[config.mk]
export PLATFORM = sky130hd
export DESIGN_NAME = priority_interrupt_unit
export DESIGN_NICKNAME = d
export VERILOG_FILES = /design/src/priority_interrupt_pkg.sv /design/src/level_sync.sv /design/src/priority_interrupt_unit.sv
export SDC_FILE = /design/constraint.sdc
export NUM_CORES = 1
export LEC_CHECK = 0
export BUFFER_PORTS_ARGS = -buffer_cell sky130_fd_sc_hd__buf_2
export CAP_MARGIN = 5
export CORE_MARGIN = 4
export CORE_UTILIZATION = 40
export CTS_CLUSTER_SIZE = 20
export DETAILED_ROUTE_END_ITERATION = 6
export GPL_TIMING_DRIVEN = 1
export PLACE_DENSITY = 0.73
export RECOVER_POWER = 50
export REMOVE_ABC_BUFFERS = 1
export SLEW_MARGIN = 40
export SYNTH_ARGS = -nofsm -noshare
export SYNTH_HDL_FRONTEND = slang
export SYNTH_SLANG_ARGS = --single-unit
[constraint.sdc]
create_clock -name mclk_i -period 4.7 [get_ports mclk_i]
set_clock_uncertainty 0.2 [all_clocks]
set_input_delay 0.705 -clock mclk_i [delete_from_list [all_inputs] [get_ports mclk_i]]
set_output_delay 0.705 -clock mclk_i [all_outputs]
set_load 0.01 [all_outputs]
[src/priority_interrupt_pkg.sv]
`default_nettype none
package priority_interrupt_pkg;

  // Internal register indices, used as the move instruction selector
  localparam int             IDX_W          = 12;
  localparam logic [11:0]    IDX_SUMMARY    = 12'h100;
  localparam logic [11:0]    IDX_SOFT_REQ   = 12'h108;
  localparam logic [11:0]    IDX_AST_REQ    = 12'h109;
  localparam logic [11:0]    IDX_AST_EN     = 12'h10A;
  localparam logic [11:0]    IDX_EXCEPTION_RETURN_ADDRESS   = 12'h10B;
  localparam logic [11:0]    IDX_CUR_LEVEL  = 12'h110;
  localparam logic [11:0]    IDX_INT_ID     = 12'h111;
  localparam logic [11:0]    IDX_HW_CLEAR   = 12'h115;
  localparam logic [11:0]    IDX_FETCH_CSR  = 12'h118;

  localparam int             DATA_W         = 64;
  localparam int             LEVEL_W        = 5;
  localparam int             ID_W           = 6;

  // Target levels of the fixed sources
  localparam int             LVL_SOFT_MAX   = 15;
  localparam logic [4:0]     LVL_AST        = 5'h02;
  localparam int             LVL_EXT_BASE   = 20;
  localparam int             EXT_LINES      = 4;
  localparam logic [4:0]     LVL_PERF       = 5'h1D;
  localparam logic [4:0]     LVL_PWR        = 5'h1E;
  localparam logic [4:0]     LVL_MCHK       = 5'h1F;

  // Identification codes for the two sources with no target level
  localparam logic [5:0]     ID_HALT        = 6'h20;
  localparam logic [5:0]     ID_SERIAL      = 6'h21;

  // Field positions
  localparam int             CSR_EXT_EN_LSB = 8;
  localparam int             SUM_HALT_BIT   = 32;
  localparam int             SUM_SERIAL_BIT = 33;
  localparam int             SUM_AST_BIT    = 34;
  localparam int             CLR_PERF_BIT   = 0;
  localparam int             CLR_SERIAL_BIT = 1;
  localparam int             AST_MODES      = 4;

  // Pins and synchroniser depth
  localparam int             IRQ_PINS       = 7;
  localparam int             SYNC_STAGES    = 2;

  localparam logic [63:0]    RDATA_RESET    = 64'h0;

  typedef enum logic [0:0] {
    S_IDLE,
    S_DRAIN
  } deliver_state_t;

endpackage : priority_interrupt_pkg
`default_nettype wire

[src/level_sync.sv]
`timescale 1ns/1ps
`default_nettype none
module level_sync #(
  parameter int WIDTH  = 7,
  parameter int STAGES = 2
) (
  // Clock and reset
  input  wire logic             mclk_i,
  input  wire logic             nrst_i,
  // Levels
  input  wire logic [WIDTH-1:0] async_i,
  output logic      [WIDTH-1:0] sync_o
);

  if (STAGES < 2) begin : g_bad_stages
    $error("level_sync needs at least two stages");
  end

  // One chain per bit; only the last stage is visible outside
  for (genvar b = 0; b < WIDTH; b++) begin : g_bit
    logic [STAGES-1:0] chain_q;
    always_ff @(posedge mclk_i) begin
      if (!nrst_i) begin
        chain_q <= '0;
      end else begin
        chain_q <= {chain_q[STAGES-2:0], async_i[b]};
      end
    end
    assign sync_o[b] = chain_q[STAGES-1];
  end

endmodule : level_sync
`default_nettype wire

[src/priority_interrupt_unit.sv]
// Operation
// - seven request pins; while reset is held they are captured as clock straps
// - a source is enabled only when current level is below its target
// - software requests at own number, async trap at 2, perf counter at 29
// - power-fail pin at level 30, machine check pin or internal at 31
// - external lines 0..3 at levels 20..23, each with its own enable bit
// - halt and serial line blocked only in privileged firmware mode
// - delivery only outside privileged firmware mode, otherwise it waits
// - pipeline fully drained before vectoring to the dispatch address
// - on take, restart address saved and privileged mode entered
// - cause readable via identification and summary registers
// - level requests may vanish before service; tolerate that
// - internal registers keep their contents across reset
// - registers reachable only by privileged move instructions by index
`timescale 1ns/1ps
`default_nettype none
module priority_interrupt_unit
  import priority_interrupt_pkg::*;
(
  // Clock and reset
  input  wire logic              mclk_i,
  input  wire logic              nrst_i,
  // Request pins
  input  wire logic [3:0]        ext_irq_i,
  input  wire logic              pwr_fail_irq_i,
  input  wire logic              mch_chk_irq_i,
  input  wire logic              halt_irq_i,
  // Internal sources
  input  wire logic              perf_cnt_irq_i,
  input  wire logic              serial_line_irq_i,
  input  wire logic              internal_mchk_i,
  input  wire logic [1:0]        cur_mode_i,
  // Pipeline and exception logic
  input  wire logic              pipe_drained_i,
  input  wire logic [63:0]       restart_pc_i,
  input  wire logic              fw_return_i,
  output logic                   drain_req_o,
  output logic                   intr_take_o,
  output logic                   privileged_firmware_mode_o,
  // Clock straps
  output logic [6:0]             cfg_straps_o,
  // Move to/from internal register
  input  wire logic              ipr_wr_i,
  input  wire logic              ipr_rd_i,
  input  wire logic [11:0]       ipr_idx_i,
  input  wire logic [63:0]       ipr_wdata_i,
  output logic [63:0]            ipr_rdata_o,
  output logic                   ipr_rd_valid_o
);

  deliver_state_t       state_q;
  logic                 pfm_q;
  logic [15:1]          soft_req_q;
  logic [AST_MODES-1:0] ast_req_q;
  logic [AST_MODES-1:0] ast_en_q;
  logic [63:0]          exception_return_address_q;
  logic [4:0]           ipl_q;
  logic [5:0]           interrupt_identification_q;
  logic [3:0]           ext_en_q;
  logic                 perf_q;
  logic                 serial_q;
  logic [6:0]           pins_s;
  logic [3:0]           ext_s;
  logic                 pwr_s;
  logic                 mchk_s;
  logic                 halt_s;
  logic                 ast_pend;
  logic [31:0]          req_lvl;
  logic                 lvl_found;
  logic [4:0]           top_lvl;
  logic                 any_pend;
  logic [5:0]           next_id;
  logic                 wr_ok;
  logic                 rd_ok;
  logic [63:0]          summary;
  logic [63:0]          rd_mux;

  // Strap capture on the raw pins; synchroniser covers normal use
  always_ff @(posedge mclk_i) begin
    if (!nrst_i) begin
      cfg_straps_o <= {halt_irq_i, mch_chk_irq_i, pwr_fail_irq_i,
                       ext_irq_i};
    end
  end

  level_sync #(
    .WIDTH  (IRQ_PINS),
    .STAGES (SYNC_STAGES)
  ) u_pin_sync (
    .mclk_i  (mclk_i),
    .nrst_i  (nrst_i),
    .async_i ({halt_irq_i, mch_chk_irq_i, pwr_fail_irq_i, ext_irq_i}),
    .sync_o  (pins_s)
  );

  assign ext_s  = pins_s[3:0];
  assign pwr_s  = pins_s[4];
  assign mchk_s = pins_s[5];
  assign halt_s = pins_s[6];

  // Only privileged firmware may move to or from these registers
  assign wr_ok = ipr_wr_i && pfm_q;
  assign rd_ok = ipr_rd_i && pfm_q;

  // Trap pending for the current or a more privileged mode
  always_comb begin
    ast_pend = 1'b0;
    for (int m = 0; m < AST_MODES; m++) begin
      if (m <= int'(cur_mode_i) && ast_req_q[m] && ast_en_q[m]) begin
        ast_pend = 1'b1;
      end
    end
  end

  always_comb begin
    req_lvl                = '0;
    req_lvl[LVL_SOFT_MAX:1] = soft_req_q;
    req_lvl[LVL_AST]       = soft_req_q[LVL_AST] | ast_pend;
    req_lvl[LVL_EXT_BASE +: EXT_LINES] = ext_s & ext_en_q;
    req_lvl[LVL_PERF]      = perf_q;
    req_lvl[LVL_PWR]       = pwr_s;
    req_lvl[LVL_MCHK]      = mchk_s | internal_mchk_i;
  end

  // Highest level strictly above the current one wins
  always_comb begin
    lvl_found = 1'b0;
    top_lvl   = '0;
    for (int i = 1; i < 32; i++) begin
      if (req_lvl[i] && (5'(i) > ipl_q)) begin
        lvl_found = 1'b1;
        top_lvl   = 5'(i);
      end
    end
  end

  // Halt outranks levels; serial line only fills a gap
  always_comb begin
    if (halt_s) begin
      next_id = ID_HALT;
    end else if (lvl_found) begin
      next_id = {1'b0, top_lvl};
    end else begin
      next_id = ID_SERIAL;
    end
  end

  assign any_pend = halt_s || lvl_found || serial_q;

  // Delivery sequence; a withdrawn request abandons the drain
  always_ff @(posedge mclk_i) begin
    if (!nrst_i) begin
      state_q     <= S_IDLE;
      drain_req_o <= 1'b0;
      intr_take_o <= 1'b0;
    end else begin
      intr_take_o <= 1'b0;
      case (state_q)
        S_IDLE: begin
          if (any_pend && !pfm_q) begin
            state_q     <= S_DRAIN;
            drain_req_o <= 1'b1;
          end
        end
        S_DRAIN: begin
          if (!any_pend) begin
            state_q     <= S_IDLE;
            drain_req_o <= 1'b0;
          end else if (pipe_drained_i) begin
            state_q     <= S_IDLE;
            drain_req_o <= 1'b0;
            intr_take_o <= 1'b1;
          end
        end
        default: begin
          state_q     <= S_IDLE;
          drain_req_o <= 1'b0;
        end
      endcase
    end
  end

  wire take_now = (state_q == S_DRAIN) && any_pend && pipe_drained_i;

  // Firmware mode: set on reset and on take, left by return if bit 0 of the return address is clear
  always_ff @(posedge mclk_i) begin
    if (!nrst_i) begin
      pfm_q <= 1'b1;
    end else if (take_now) begin
      pfm_q <= 1'b1;
    end else if (fw_return_i) begin
      pfm_q <= exception_return_address_q[0];
    end
  end

  assign privileged_firmware_mode_o = pfm_q;

  // Hardware save beats a software write in the same cycle
  always_ff @(posedge mclk_i) begin
    if (take_now) begin
      exception_return_address_q <= {restart_pc_i[63:1], 1'b0};
      interrupt_identification_q    <= next_id;
    end else if (wr_ok && ipr_idx_i == IDX_EXCEPTION_RETURN_ADDRESS) begin
      exception_return_address_q <= ipr_wdata_i;
    end
  end

  // Software registers keep contents across reset
  always_ff @(posedge mclk_i) begin
    if (wr_ok) begin
      case (ipr_idx_i)
        IDX_SOFT_REQ:  soft_req_q <= ipr_wdata_i[15:1];
        IDX_AST_REQ:   ast_req_q  <= ipr_wdata_i[AST_MODES-1:0];
        IDX_AST_EN:    ast_en_q   <= ipr_wdata_i[AST_MODES-1:0];
        IDX_CUR_LEVEL: ipl_q      <= ipr_wdata_i[LEVEL_W-1:0];
        IDX_FETCH_CSR: ext_en_q   <= ipr_wdata_i[CSR_EXT_EN_LSB +: 4];
        default: ;
      endcase
    end
  end

  // Sticky internal events; a new event beats the clear
  wire hw_clr = wr_ok && (ipr_idx_i == IDX_HW_CLEAR);
  always_ff @(posedge mclk_i) begin
    if (perf_cnt_irq_i) begin
      perf_q <= 1'b1;
    end else if (hw_clr && ipr_wdata_i[CLR_PERF_BIT]) begin
      perf_q <= 1'b0;
    end
    if (serial_line_irq_i) begin
      serial_q <= 1'b1;
    end else if (hw_clr && ipr_wdata_i[CLR_SERIAL_BIT]) begin
      serial_q <= 1'b0;
    end
  end

  // Raw requests by level, before the current level is applied
  always_comb begin
    summary                 = '0;
    summary[31:0]           = req_lvl;
    summary[SUM_HALT_BIT]   = halt_s;
    summary[SUM_SERIAL_BIT] = serial_q;
    summary[SUM_AST_BIT]    = ast_pend;
  end

  always_comb begin
    rd_mux = '0;
    case (ipr_idx_i)
      IDX_SUMMARY:   rd_mux = summary;
      IDX_SOFT_REQ:  rd_mux[15:1] = soft_req_q;
      IDX_AST_REQ:   rd_mux[AST_MODES-1:0] = ast_req_q;
      IDX_AST_EN:    rd_mux[AST_MODES-1:0] = ast_en_q;
      IDX_EXCEPTION_RETURN_ADDRESS:  rd_mux = exception_return_address_q;
      IDX_CUR_LEVEL: rd_mux[LEVEL_W-1:0] = ipl_q;
      IDX_INT_ID:    rd_mux[ID_W-1:0] = interrupt_identification_q;
      IDX_FETCH_CSR: rd_mux[CSR_EXT_EN_LSB +: 4] = ext_en_q;
      default:       rd_mux = '0;
    endcase
  end

  always_ff @(posedge mclk_i) begin
    if (!nrst_i) begin
      ipr_rdata_o    <= RDATA_RESET;
      ipr_rd_valid_o <= 1'b0;
    end else begin
      ipr_rd_valid_o <= rd_ok;
      if (rd_ok) begin
        ipr_rdata_o <= rd_mux;
      end
    end
  end
endmodule : priority_interrupt_unit
`default_nettype wire

==> metrics.csv, run 1 <==
stage;metric;value;unit
status;status;complete, but fails checks;
status;violations;capacitance limit, slew limit;
sta;setup_viol;0;
synth;ys_seq_elements;194;
power_and_ir_drop;clockPowerShare;40.2;%
synth;syn_inst;826;
setup_path;max_stage_delay;1.62;ns
setup_path;path_class;input pin to flop;
setup_path;r2r-start;ipl_q[4];
setup_path;worstPathArrival;3.90;ns
sta;fin_setup_tns;0;ns
min_path;min_path_type;flop to flop;
setup_path;rrSetupSlack;1.09;ns
cells_and_area;final_area;10400;um^2
cells_and_area;seq_area;4960;um^2
setup_path;cp.required;4.84;ns
setup_path;r2r_end;exception_return_address_q[59];
setup_path;crit_path_start_kind;input pin;
global_route;grt_max_degree;64;
global_route;grt_pass1_wl;35500;um
sta;rsz0062_at_grt;no;
cells_and_area;final_net_count;1192;
power_and_ir_drop;p_leak;0.00425;uW
synth;synth_cell_types;60;
power_and_ir_drop;swShare;22.5;%
power_and_ir_drop;p_seq_share;52.5;%
sta;hold_violations;0;
synth;synth_flop_cell;edfxtp_1;
min_path;min-delay-start;u_pin_sync.g_bit[5].chain_q[0];
flow_run;cap_viol_max_count;1;
clock_tree;cts_hold_buf;0;
synth;synth_area;8590;um^2
synth;synth_edf_count;108;
floorplanning;rows;53;
detailed_routing;num_vias;6884;
global_route;antenna_found_initial;1;
cells_and_area;synthToLayoutAreaGrowth;21.3;%
global_route;first_global_vias;6661;
synth;ys_warn_count;0;
sta;maxSlewHeadroom;-16.3;%
floorplanning;fp.dieArea;23900;um^2
power_and_ir_drop;ir_drop;290;uV
cells_and_area;filler_cell_count;2002;
detailed_routing;drtAntennaViolNets;0;
synth;async_flop_share;0;%
synth;synth_top_area_share;37.7;%
cells_and_area;drive_gt1_share;18.8;%
power_and_ir_drop;switchingPower;796;uW
floorplanning;initial_utilization;40.7;%
clock_tree;ctsResizeCount;0;
cells_and_area;finalNonFillerCells;1323;
setup_path;cpMaxStageDelayCell;clkinvlp_2;
synth;synth.top_cells.by_area;edfxtp_1 (38%), dfxtp_1 (20%), mux2i_1 (7.6%);
sta;max_freq;266;MHz
clock_tree;numCtsBuffers;17;
cells_and_area;multiInputGateArea;3080;um^2
cells_and_area;final_common_cell;buf_2;
clock_tree;cts_buffer_depth;2;
power_and_ir_drop;power_density;340;nW/um^2
power_and_ir_drop;p_comb_share;7.3;%
setup_path;ff2ff_path_depth;7;
floorplanning;coreArea;21100;um^2
setup_path;endpoint_kind;flop;
detailed_routing;via_per_inst;5.20;
place;place_area;9970;um^2
setup_path;critical_path_peak_fanout;38;
place;portBuffers;231;
cells_and_area;layout_common_cells;buf_2 (141), nand2_1 (125), edfxtp_1 (108);
place;dp_cells;1290;
min_path;whs_endpoint;u_pin_sync.g_bit[5].chain_q[1];
floorplanning;fp.dieH;155;um
global_route;grt_overflow_total;0;
clock_tree;cts_setup_buffers;0;
sta;worstMarginPinSlew;1.74;ns
synth;ys_seq_area_share;57.8;%
power_and_ir_drop;p_total;3540;uW
detailed_routing;first_pass_iters;5;
place;hpwl;16000;um
setup_path;critPathBufInv;3;
global_route;grt_use_total;18.7;%
floorplanning;pin_count;233;
detailed_routing;drt_iter0_markers;441;
clock_tree;clkTransAtPathRegs;0.07;ns
min_path;whs_path_depth;1;
synth;yosys.area.top_type;edfxtp_1;
sta;finalCriticalPeriod;3.76;ns
floorplanning;die_x;155;um
sta;slew_violations;39;
clock_tree;clkSinkCount;194;
detailed_routing;wirelength;23000;um
detailed_routing;drcViolationCount;0;
place;gp_congestion;0.890;
power_and_ir_drop;p_int;2740;uW
synth;syn-mean-instance-area;10.4;um^2
setup_path;cp_top_family;buffers and inverters;
clock_tree;cts_tree;built;
clock_tree;clockRootBuffer;clkbuf_16;
setup_path;path_cells;clkbuf_1, clkinvlp_2, buf_4, nor3_1;
sta;fin_crit_sh;80.1;%
detailed_routing;wl_per_cell;17.4;um
clock_tree;clock_latency;0.42;ns
clock_tree;htree_levels;4;
-- per-layer routing --
metal / track usage, % / part of all wire, % / up-vias
met5: 0 / 0 / -
met4: 6.56 / 1.9 / 0
met3: 3.97 / 6.8 / 30
met2: 31.2 / 49 / 243
met1: 24.3 / 42 / 3245
li1: - / - / 3366
-- cell usage after synthesis (14+ instances only) --
library cell  count
nand3_1          52
nor3_1           16
inv_1            69
and2_1           18
a21oi_1          48
a221oi_1         19
edfxtp_1        108
o21ai_0          14
clkbuf_1         25
mux2i_1          65
nand2_1         127
dfxtp_1          86
nor2_1           37
-- power by group through the flow --
stage	logic, uW	registers [uW]	clock network (uW)
after floorplan	118	1900	0
after CTS	271	1860	1450
after detailed placement	270	1890	0
after global placement	265	1890	0
after global routing	289	1860	1520
final	259	1860	1420
-- per-stage QoR --
step | util (%) | setup WS, ns | hold WS, ns
3_3_place_gp | 47.3 | 0.950 | 0.214
3_5_place_dp | 47.3 | 0.863 | 0.219
5_1_grt | 49.4 | 0.492 | 0.244
6_report | 49.4 | 0.937 | 0.234
2_1_floorplan | - | -2.29 | 0.212
4_1_cts | 50.0 | 1.13 | 0.235
-- how the worst max path moves through the flow --
stage / to / depth (start not counted) / slack (ns) / startpoint
6_report: ipr_rdata_o[13] / 4 / 0.94 / nrst_i
5_1_grt: ipr_rdata_o[13] / 4 / 0.49 / nrst_i
4_1_cts: exception_return_address_q[16] / 7 / 1.13 / ipl_q[4]
3_5_place_dp: exception_return_address_q[16] / 8 / 0.86 / ipr_idx_i[9]
3_3_place_gp: exception_return_address_q[16] / 8 / 0.95 / ipr_idx_i[9]
2_1_floorplan: exception_return_address_q[10] / 6 / -2.29 / ipl_q[2]
-- layout make-up --
class                      instances  area share [%]
inverter                          70            2.53
antenna                            1          0.0240
multi-input combinational        505            29.5
sequential                       194            47.6
timing repair buffer             246            11.3
clock inverter                    10           0.936
tap                              275            3.30
clock buffer                      22            4.67
-- flip-flops by register name, summed over array words and instances (netlist names), 4 cells and up --
register / cells
u_pin_sync.g_bit.chain_q: 14
interrupt_identification_q: 6
ast_req_q: 4
cfg_straps_o: 7
soft_req_q: 15
exception_return_address_q: 64
ipl_q: 5
ipr_rdata_o: 64
ast_en_q: 4
ext_en_q: 4
-- cells by family (layout without fill, tap and decap cells) --
kind of cell	Yosys count	after routing	synth area share, %
AO/OA/AOI/OAI	140	140	11.4
buffers and inverters	127	348	6.58
flip-flops	194	194	57.8
multiplexers	66	66	7.70
other	0	1	0
AND/OR/NAND/NOR	299	299	16.5
Note: power is estimated with default switching activity, not from simulation.
==> run 2, diff against run 1 <==
--- a/config.mk
+++ b/config.mk
@@ -12,7 +12,7 @@
 export CTS_CLUSTER_SIZE = 20
 export DETAILED_ROUTE_END_ITERATION = 6
 export GPL_TIMING_DRIVEN = 1
-export PLACE_DENSITY = 0.73
+export PLACE_DENSITY = 0.75
 export RECOVER_POWER = 50
 export REMOVE_ABC_BUFFERS = 1
 export SLEW_MARGIN = 40
==> constraint.sdc (replaced) <==
create_clock -name mclk_i -period 3.05 [get_ports mclk_i]
set_clock_uncertainty 0.2 [all_clocks]
set_input_delay 0.4575 -clock mclk_i [delete_from_list [all_inputs] [get_ports mclk_i]]
set_output_delay 0.4575 -clock mclk_i [all_outputs]
set_load 0.01 [all_outputs]
==> metrics.csv, run 2 (synthesis results as in run 1) <==
stage;metric;value;unit
status;status;complete, no violations;
place;hpwl;17000;um
global_route;antenna_found_initial;0;
clock_tree;clock_latency;0.42;ns
place;dp_cells;1324;
power_and_ir_drop;p_int;4220;uW
power_and_ir_drop;switchingPower;1280;uW
detailed_routing;wirelength;24700;um
power_and_ir_drop;p_comb_share;7.9;%
clock_tree;clkTransAtPathRegs;0.07;ns
setup_path;cpMaxStageDelayCell;edfxtp_1;
setup_path;endpoint_kind;flop;
detailed_routing;drt_iter0_markers;640;
cells_and_area;antenna-diode-count;0;
detailed_routing;num_vias;7237;
floorplanning;initial_utilization;40.7;%
floorplanning;fp.dieArea;23900;um^2
sta;max_freq;344;MHz
power_and_ir_drop;p_total;5500;uW
sta;hold_violations;0;
place;portBuffers;231;
global_route;grt_pass1_wl;37100;um
min_path;min_path_type;input pin to flop;
cells_and_area;final_common_cell;buf_2;
setup_path;path_cells;or2_2, a32o_1, nand4b_1, a311o_1, o311ai_4, buf_12, buf_12, mux2i_1;
global_route;grt_use_total;19.7;%
cells_and_area;top_regs;exception_return_address_q x64, ipr_rdata_o x64, soft_req_q x15;
setup_path;worstPathArrival;2.96;ns
floorplanning;fp.dieH;155;um
detailed_routing;drtAntennaViolNets;0;
clock_tree;cts_tree;built;
flow_run;cap_viol_max_count;0;
power_and_ir_drop;clockPowerShare;40.1;%
global_route;grt_overflow_total;0;
global_route;grt_max_degree;64;
setup_path;crit_path_start_kind;flop;
power_and_ir_drop;p_leak;0.00453;uW
setup_path;cp_common_cell;buf_12;
clock_tree;cts_buffer_depth;2;
clock_tree;htree_levels;4;
cells_and_area;filler_cell_count;1945;
floorplanning;coreArea;21100;um^2
floorplanning;die_x;155;um
setup_path;critical_path_peak_fanout;16;
detailed_routing;via_per_inst;5.25;
global_route;first_global_vias;6894;
floorplanning;rows;53;
sta;finalCriticalPeriod;2.90;ns
detailed_routing;first_pass_iters;5;
power_and_ir_drop;ir_drop;395;uV
clock_tree;clkSinkCount;194;
clock_tree;clockRootBuffer;clkbuf_16;
power_and_ir_drop;swShare;23.3;%
power_and_ir_drop;p_seq_share;52.0;%
setup_path;rrSetupSlack;0.15;ns
cells_and_area;synthToLayoutAreaGrowth;27.0;%
sta;slew_violations;0;
setup_path;max_stage_delay;0.42;ns
setup_path;cp.required;3.11;ns
cells_and_area;final_net_count;1248;
power_and_ir_drop;power_density;504;nW/um^2
place;gp_congestion;0.906;
cells_and_area;finalNonFillerCells;1378;
clock_tree;numCtsBuffers;17;
sta;fin_crit_sh;95.2;%
sta;maxSlewHeadroom;32.2;%
floorplanning;pin_count;233;
sta;worstMarginPinSlew;1.02;ns
detailed_routing;drcViolationCount;0;
cells_and_area;drive_gt1_share;22.0;%
setup_path;path_class;flop to flop;
detailed_routing;wl_per_cell;17.9;um
cells_and_area;layout_common_cells;buf_2 (139), nand2_1 (125), edfxtp_1 (108);
sta;setup_viol;0;
## run 2: changes by cell type in the layout (fill, tap and decap cells not counted), sizes merged, moves of 2 or more
cell,previous run,this run
clkinvlp,3,1
buf,153,196
dlygate4sd3,0,5
clkbuf,115,123
## run 2: power by group through the flow
| stage | Sequential (uW) | Clock, uW | Combinational [uW] |
|---|---|---|---|
| after detailed placement | 2920 | 0 | 445 |
| after global routing | 2860 | 2360 | 478 |
| after floorplan | 2930 | 0 | 182 |
| final | 2860 | 2210 | 435 |
| after CTS | 2860 | 2250 | 448 |
| after global placement | 2910 | 0 | 439 |
## run 2: cell type report
cell class	count	area, um^2	share of cell area [%]
multi-input combinational	505	3080	28.2
clock inverter	10	101	0.929
tap	275	344	3.15
inverter	70	263	2.41
clock buffer	22	474	4.35
sequential	194	4960	45.5
timing repair buffer	302	1690	15.5
## run 2: final timing paths
| path | from | end | depth (start not counted) |
|---|---|---|---|
| max | soft_req_q[8] | exception_return_address_q[15] | 8 |
| min | pwr_fail_irq_i | cfg_straps_o[4] | 1 |
| min reg2reg | u_pin_sync.g_bit[5].chain_q[0] | u_pin_sync.g_bit[5].chain_q[1] | 1 |
| max reg2reg | soft_req_q[8] | exception_return_address_q[15] | 8 |
## run 2: routing by layer
| metal | track usage, % | part of all wire, % | vias to the layer above | wire [um] |
|---|---|---|---|---|
| met5 | 0 | 0 | - | 0 |
| met3 | 4.67 | 6.7 | 41 | 1650 |
| met4 | 6.01 | 2.7 | 0 | 656 |
| met2 | 33.2 | 50 | 273 | 12200 |
| li1 | - | - | 3471 | - |
| met1 | 25.1 | 41 | 3452 | 10100 |
## run 2: per-stage QoR
stage               hold WS (ns)  TNS (ns)  instance area, um^2  utilization [%]  worst slack (ns)
finish                    0.0311         0                10900             51.7             0.145
floorplan                  0.212   -381.11                 8290                -             -3.94
CTS                      0.00106         0                11000             52.0            0.0239
global placement           0.215         0                10300             48.8            0.0753
global route              0.0109   -0.0136                10900             51.7           -0.0136
detailed placement         0.220    -0.109                10300             48.8           -0.0531
## run 2: worst max-delay path, delay by kind of cell (launching register included)
family / cells / cell delay, ns
AOI/OAI and AO/OA: 3 / 0.96
buffers and inverters: 2 / 0.41
DFF: 1 / 0.42
muxes: 1 / 0.24
and+or+nand+nor: 2 / 0.51
## run 2: what timing repair did
action                                 in CTS  in global routing
pin swaps                                   0                  1
buffers inserted                           11                  5
hold buffers                                1                  4
setup endpoints to repair                   9                 82
endpoints found under the hold margin       1                  4
resized for setup                           0                  1
cloned                                      0                  1
==> run 3, diff against run 2 <==
--- a/config.mk
+++ b/config.mk
@@ -15,7 +15,9 @@
 export PLACE_DENSITY = 0.75
 export RECOVER_POWER = 50
 export REMOVE_ABC_BUFFERS = 1
+export SKIP_CTS_REPAIR_TIMING = 1
 export SLEW_MARGIN = 40
 export SYNTH_ARGS = -nofsm -noshare
 export SYNTH_HDL_FRONTEND = slang
+export SYNTH_HIERARCHICAL = 1
 export SYNTH_SLANG_ARGS = --single-unit
==> metrics.csv, run 3 <==
stage;metric;value;unit
detailed_routing;wl_per_cell;18.8;um
place;gp_congestion;0.904;
synth;synth_flop_cell;edfxtp_1;
floorplanning;die_x;156;um
power_and_ir_drop;p_comb_share;8.2;%
setup_path;endpoint_kind;flop;
clock_tree;cts_buffer_depth;2;
synth;syn_inst;846;
floorplanning;fp.dieH;156;um
min_path;min-delay-start;perf_cnt_irq_i;
setup_path;r2r-start;ipl_q[0];
cells_and_area;seq_area;4960;um^2
min_path;whs_endpoint;perf_q;
cells_and_area;layout_common_cells;nand2_1 (188), buf_2 (137), edfxtp_1 (108);
power_and_ir_drop;p_leak;0.00390;uW
sta;holdWs;0.00778;ns
sta;fin_setup_tns;0;ns
power_and_ir_drop;power_density;510;nW/um^2
place;hpwl;18100;um
setup_path;ff2ff_path_depth;8;
synth;synth_cell_types;60;
clock_tree;htree_levels;4;
detailed_routing;drt_iter0_markers;626;
setup_path;worstPathArrival;2.97;ns
clock_tree;cts_tree;built;
power_and_ir_drop;p_total;5560;uW
cells_and_area;multiInputGateArea;3360;um^2
cells_and_area;filler_cell_count;1993;
sta;finalCriticalPeriod;3.00;ns
global_route;antenna_found_initial;2;
synth;yosysMostFrequentCell;nand2_1;
power_and_ir_drop;switchingPower;1330;uW
synth;synth.top_cells.by_area;edfxtp_1 (37%), dfxtp_1 (20%), nand2_1 (8.1%);
clock_tree;clkTransAtPathRegs;0.07;ns
place;place_area;10400;um^2
cells_and_area;drive_gt1_share;26.9;%
sta;fin_crit_sh;98.2;%
detailed_routing;num_vias;7465;
power_and_ir_drop;p_int;4230;uW
clock_tree;clockRootBuffer;clkbuf_16;
sta;rsz0062_at_grt;no;
synth;syn-mean-instance-area;10.3;um^2
floorplanning;rows;53;
detailed_routing;drcViolationCount;0;
synth;synth_edf_count;108;
detailed_routing;first_pass_iters;6;
setup_path;r2r_end;exception_return_address_q[34];
setup_path;rrSetupSlack;0.05;ns
global_route;grt_max_degree;65;
cells_and_area;final_net_count;1245;
sta;max_freq;334;MHz
clock_tree;clock_latency;0.42;ns
setup_path;critical_path_peak_fanout;23;
cells_and_area;top_regs;exception_return_address_q x64, ipr_rdata_o x64, soft_req_q x15;
power_and_ir_drop;swShare;23.8;%
clock_tree;clkSinkCount;194;
sta;hold_violations;0;
floorplanning;pin_count;233;
place;portBuffers;231;
synth;synth_top_area_share;37.2;%
detailed_routing;wirelength;25900;um
sta;maxSlewHeadroom;7.44;%
global_route;grt_pass1_wl;39000;um
global_route;grt_use_total;20.4;%
floorplanning;fp.dieArea;24200;um^2
setup_path;crit_path_start_kind;flop;
status;status;complete, no violations;
setup_path;path_class;flop to flop;
synth;async_flop_share;0;%
sta;setup_viol;0;
floorplanning;initial_utilization;41.0;%
detailed_routing;via_per_inst;5.42;
synth;ys_seq_area_share;57.0;%
min_path;min_path_type;input pin to flop;
synth;synth_area;8710;um^2
sta;worstMarginPinSlew;1.39;ns
power_and_ir_drop;p_seq_share;51.5;%
setup_path;cp.required;3.02;ns
global_route;first_global_vias;7248;
synth;synth_common_cells;nand2_1 (189), edfxtp_1 (108), dfxtp_1 (86);
detailed_routing;drtAntennaViolNets;0;
synth;yosys.area.top_type;edfxtp_1;
sta;slew_violations;0;
flow_run;cap_viol_max_count;0;
clock_tree;numCtsBuffers;17;
cells_and_area;final_common_cell;nand2_1;
cells_and_area;final_area;10900;um^2
cells_and_area;synthToLayoutAreaGrowth;25.2;%
power_and_ir_drop;ir_drop;338;uV
synth;ys_warn_count;6;
synth;ys_seq_elements;194;
setup_path;startpoint;ipl_q[0];
min_path;whs_path_depth;2;
floorplanning;coreArea;21200;um^2
global_route;grt_overflow_total;0;
power_and_ir_drop;clockPowerShare;40.3;%
-- run 3: cell count changes after synthesis, sizes merged, moves of 4 or more --
| cell | change |
|---|---|
| inv | -61 |
| a21oi | +7 |
| nand2 | +62 |
| nor2 | +4 |
| buf | +5 |
| o22ai | +62 |
| a32oi | -4 |
| nor2b | -5 |
| and3 | -7 |
| clkbuf | +9 |
| nor3 | +5 |
| mux2i | -64 |
-- run 3: power groups by stage --
stage	Combinational [uW]	Sequential (uW)	Clock (uW)
after floorplan	191	2930	0
after global placement	464	2920	0
after detailed placement	469	2920	0
after CTS	470	2860	2280
after global routing	497	2870	2410
final	455	2860	2240
-- run 3: cell families (layout without fill, tap and decap cells) --
group	Yosys count	count (layout)	share of synthesized area [%]
muxes	5	5	0.632
other	0	2	0
AOI/OAI and AO/OA	214	214	19.3
buffers and inverters	80	334	5.00
and+or+nand+nor	353	353	18.1
DFF	194	194	57.0
-- run 3: through the flow --
step / util [%] / setup slack (ns) / instances
after floorplan: - / -3.62 / 775
after global placement: 49.0 / 0.0505 / 1340
after detailed placement: 49.0 / 0.0229 / 1340
after CTS: 51.7 / 0.0258 / 1372
after global routing: 51.4 / 0.000534 / 1377
final: 51.4 / 0.0550 / 1377
-- run 3: how the worst max path moves through the flow --
stage / to / slack (ns) / cells after the start
finish: exception_return_address_q[34] / 0.05 / 8
global placement: exception_return_address_q[35] / 0.05 / 10
detailed placement: exception_return_address_q[32] / 0.02 / 10
floorplan: exception_return_address_q[10] / -3.62 / 4
CTS: exception_return_address_q[32] / 0.03 / 8
global route: exception_return_address_q[8] / 0.0005 / 10
-- run 3: layout make-up --
type                            instances  share of cell area (%)
Antenna cell                            2                  0.0459
Multi-Input combinational cell        572                    30.8
Clock inverter                         12                    1.06
Clock buffer                           20                    4.29
Sequential cell                       194                    45.5
Inverter                                9                   0.310
Tap cell                              275                    3.16
Timing Repair Buffer                  293                    14.8
-- run 3: metal layers --
layer	routed length [um]	track usage (%)	up-vias
li1	-	-	3598
met1	10900	27.3	3558
met2	12800	34.1	280
met3	1700	3.69	29
met4	466	5.92	0
met5	0	0	-
-- run 3: critical path, cell delays in order (launching register included) --
cell and delay, ns:
edfxtp_1 0.45, buf_4 0.19, nand4_1 0.13, a32oi_2 0.27, nand4_1 0.18, or4_4 0.59, o21a_4 0.25, or2_4 0.29
buf_12 0.18
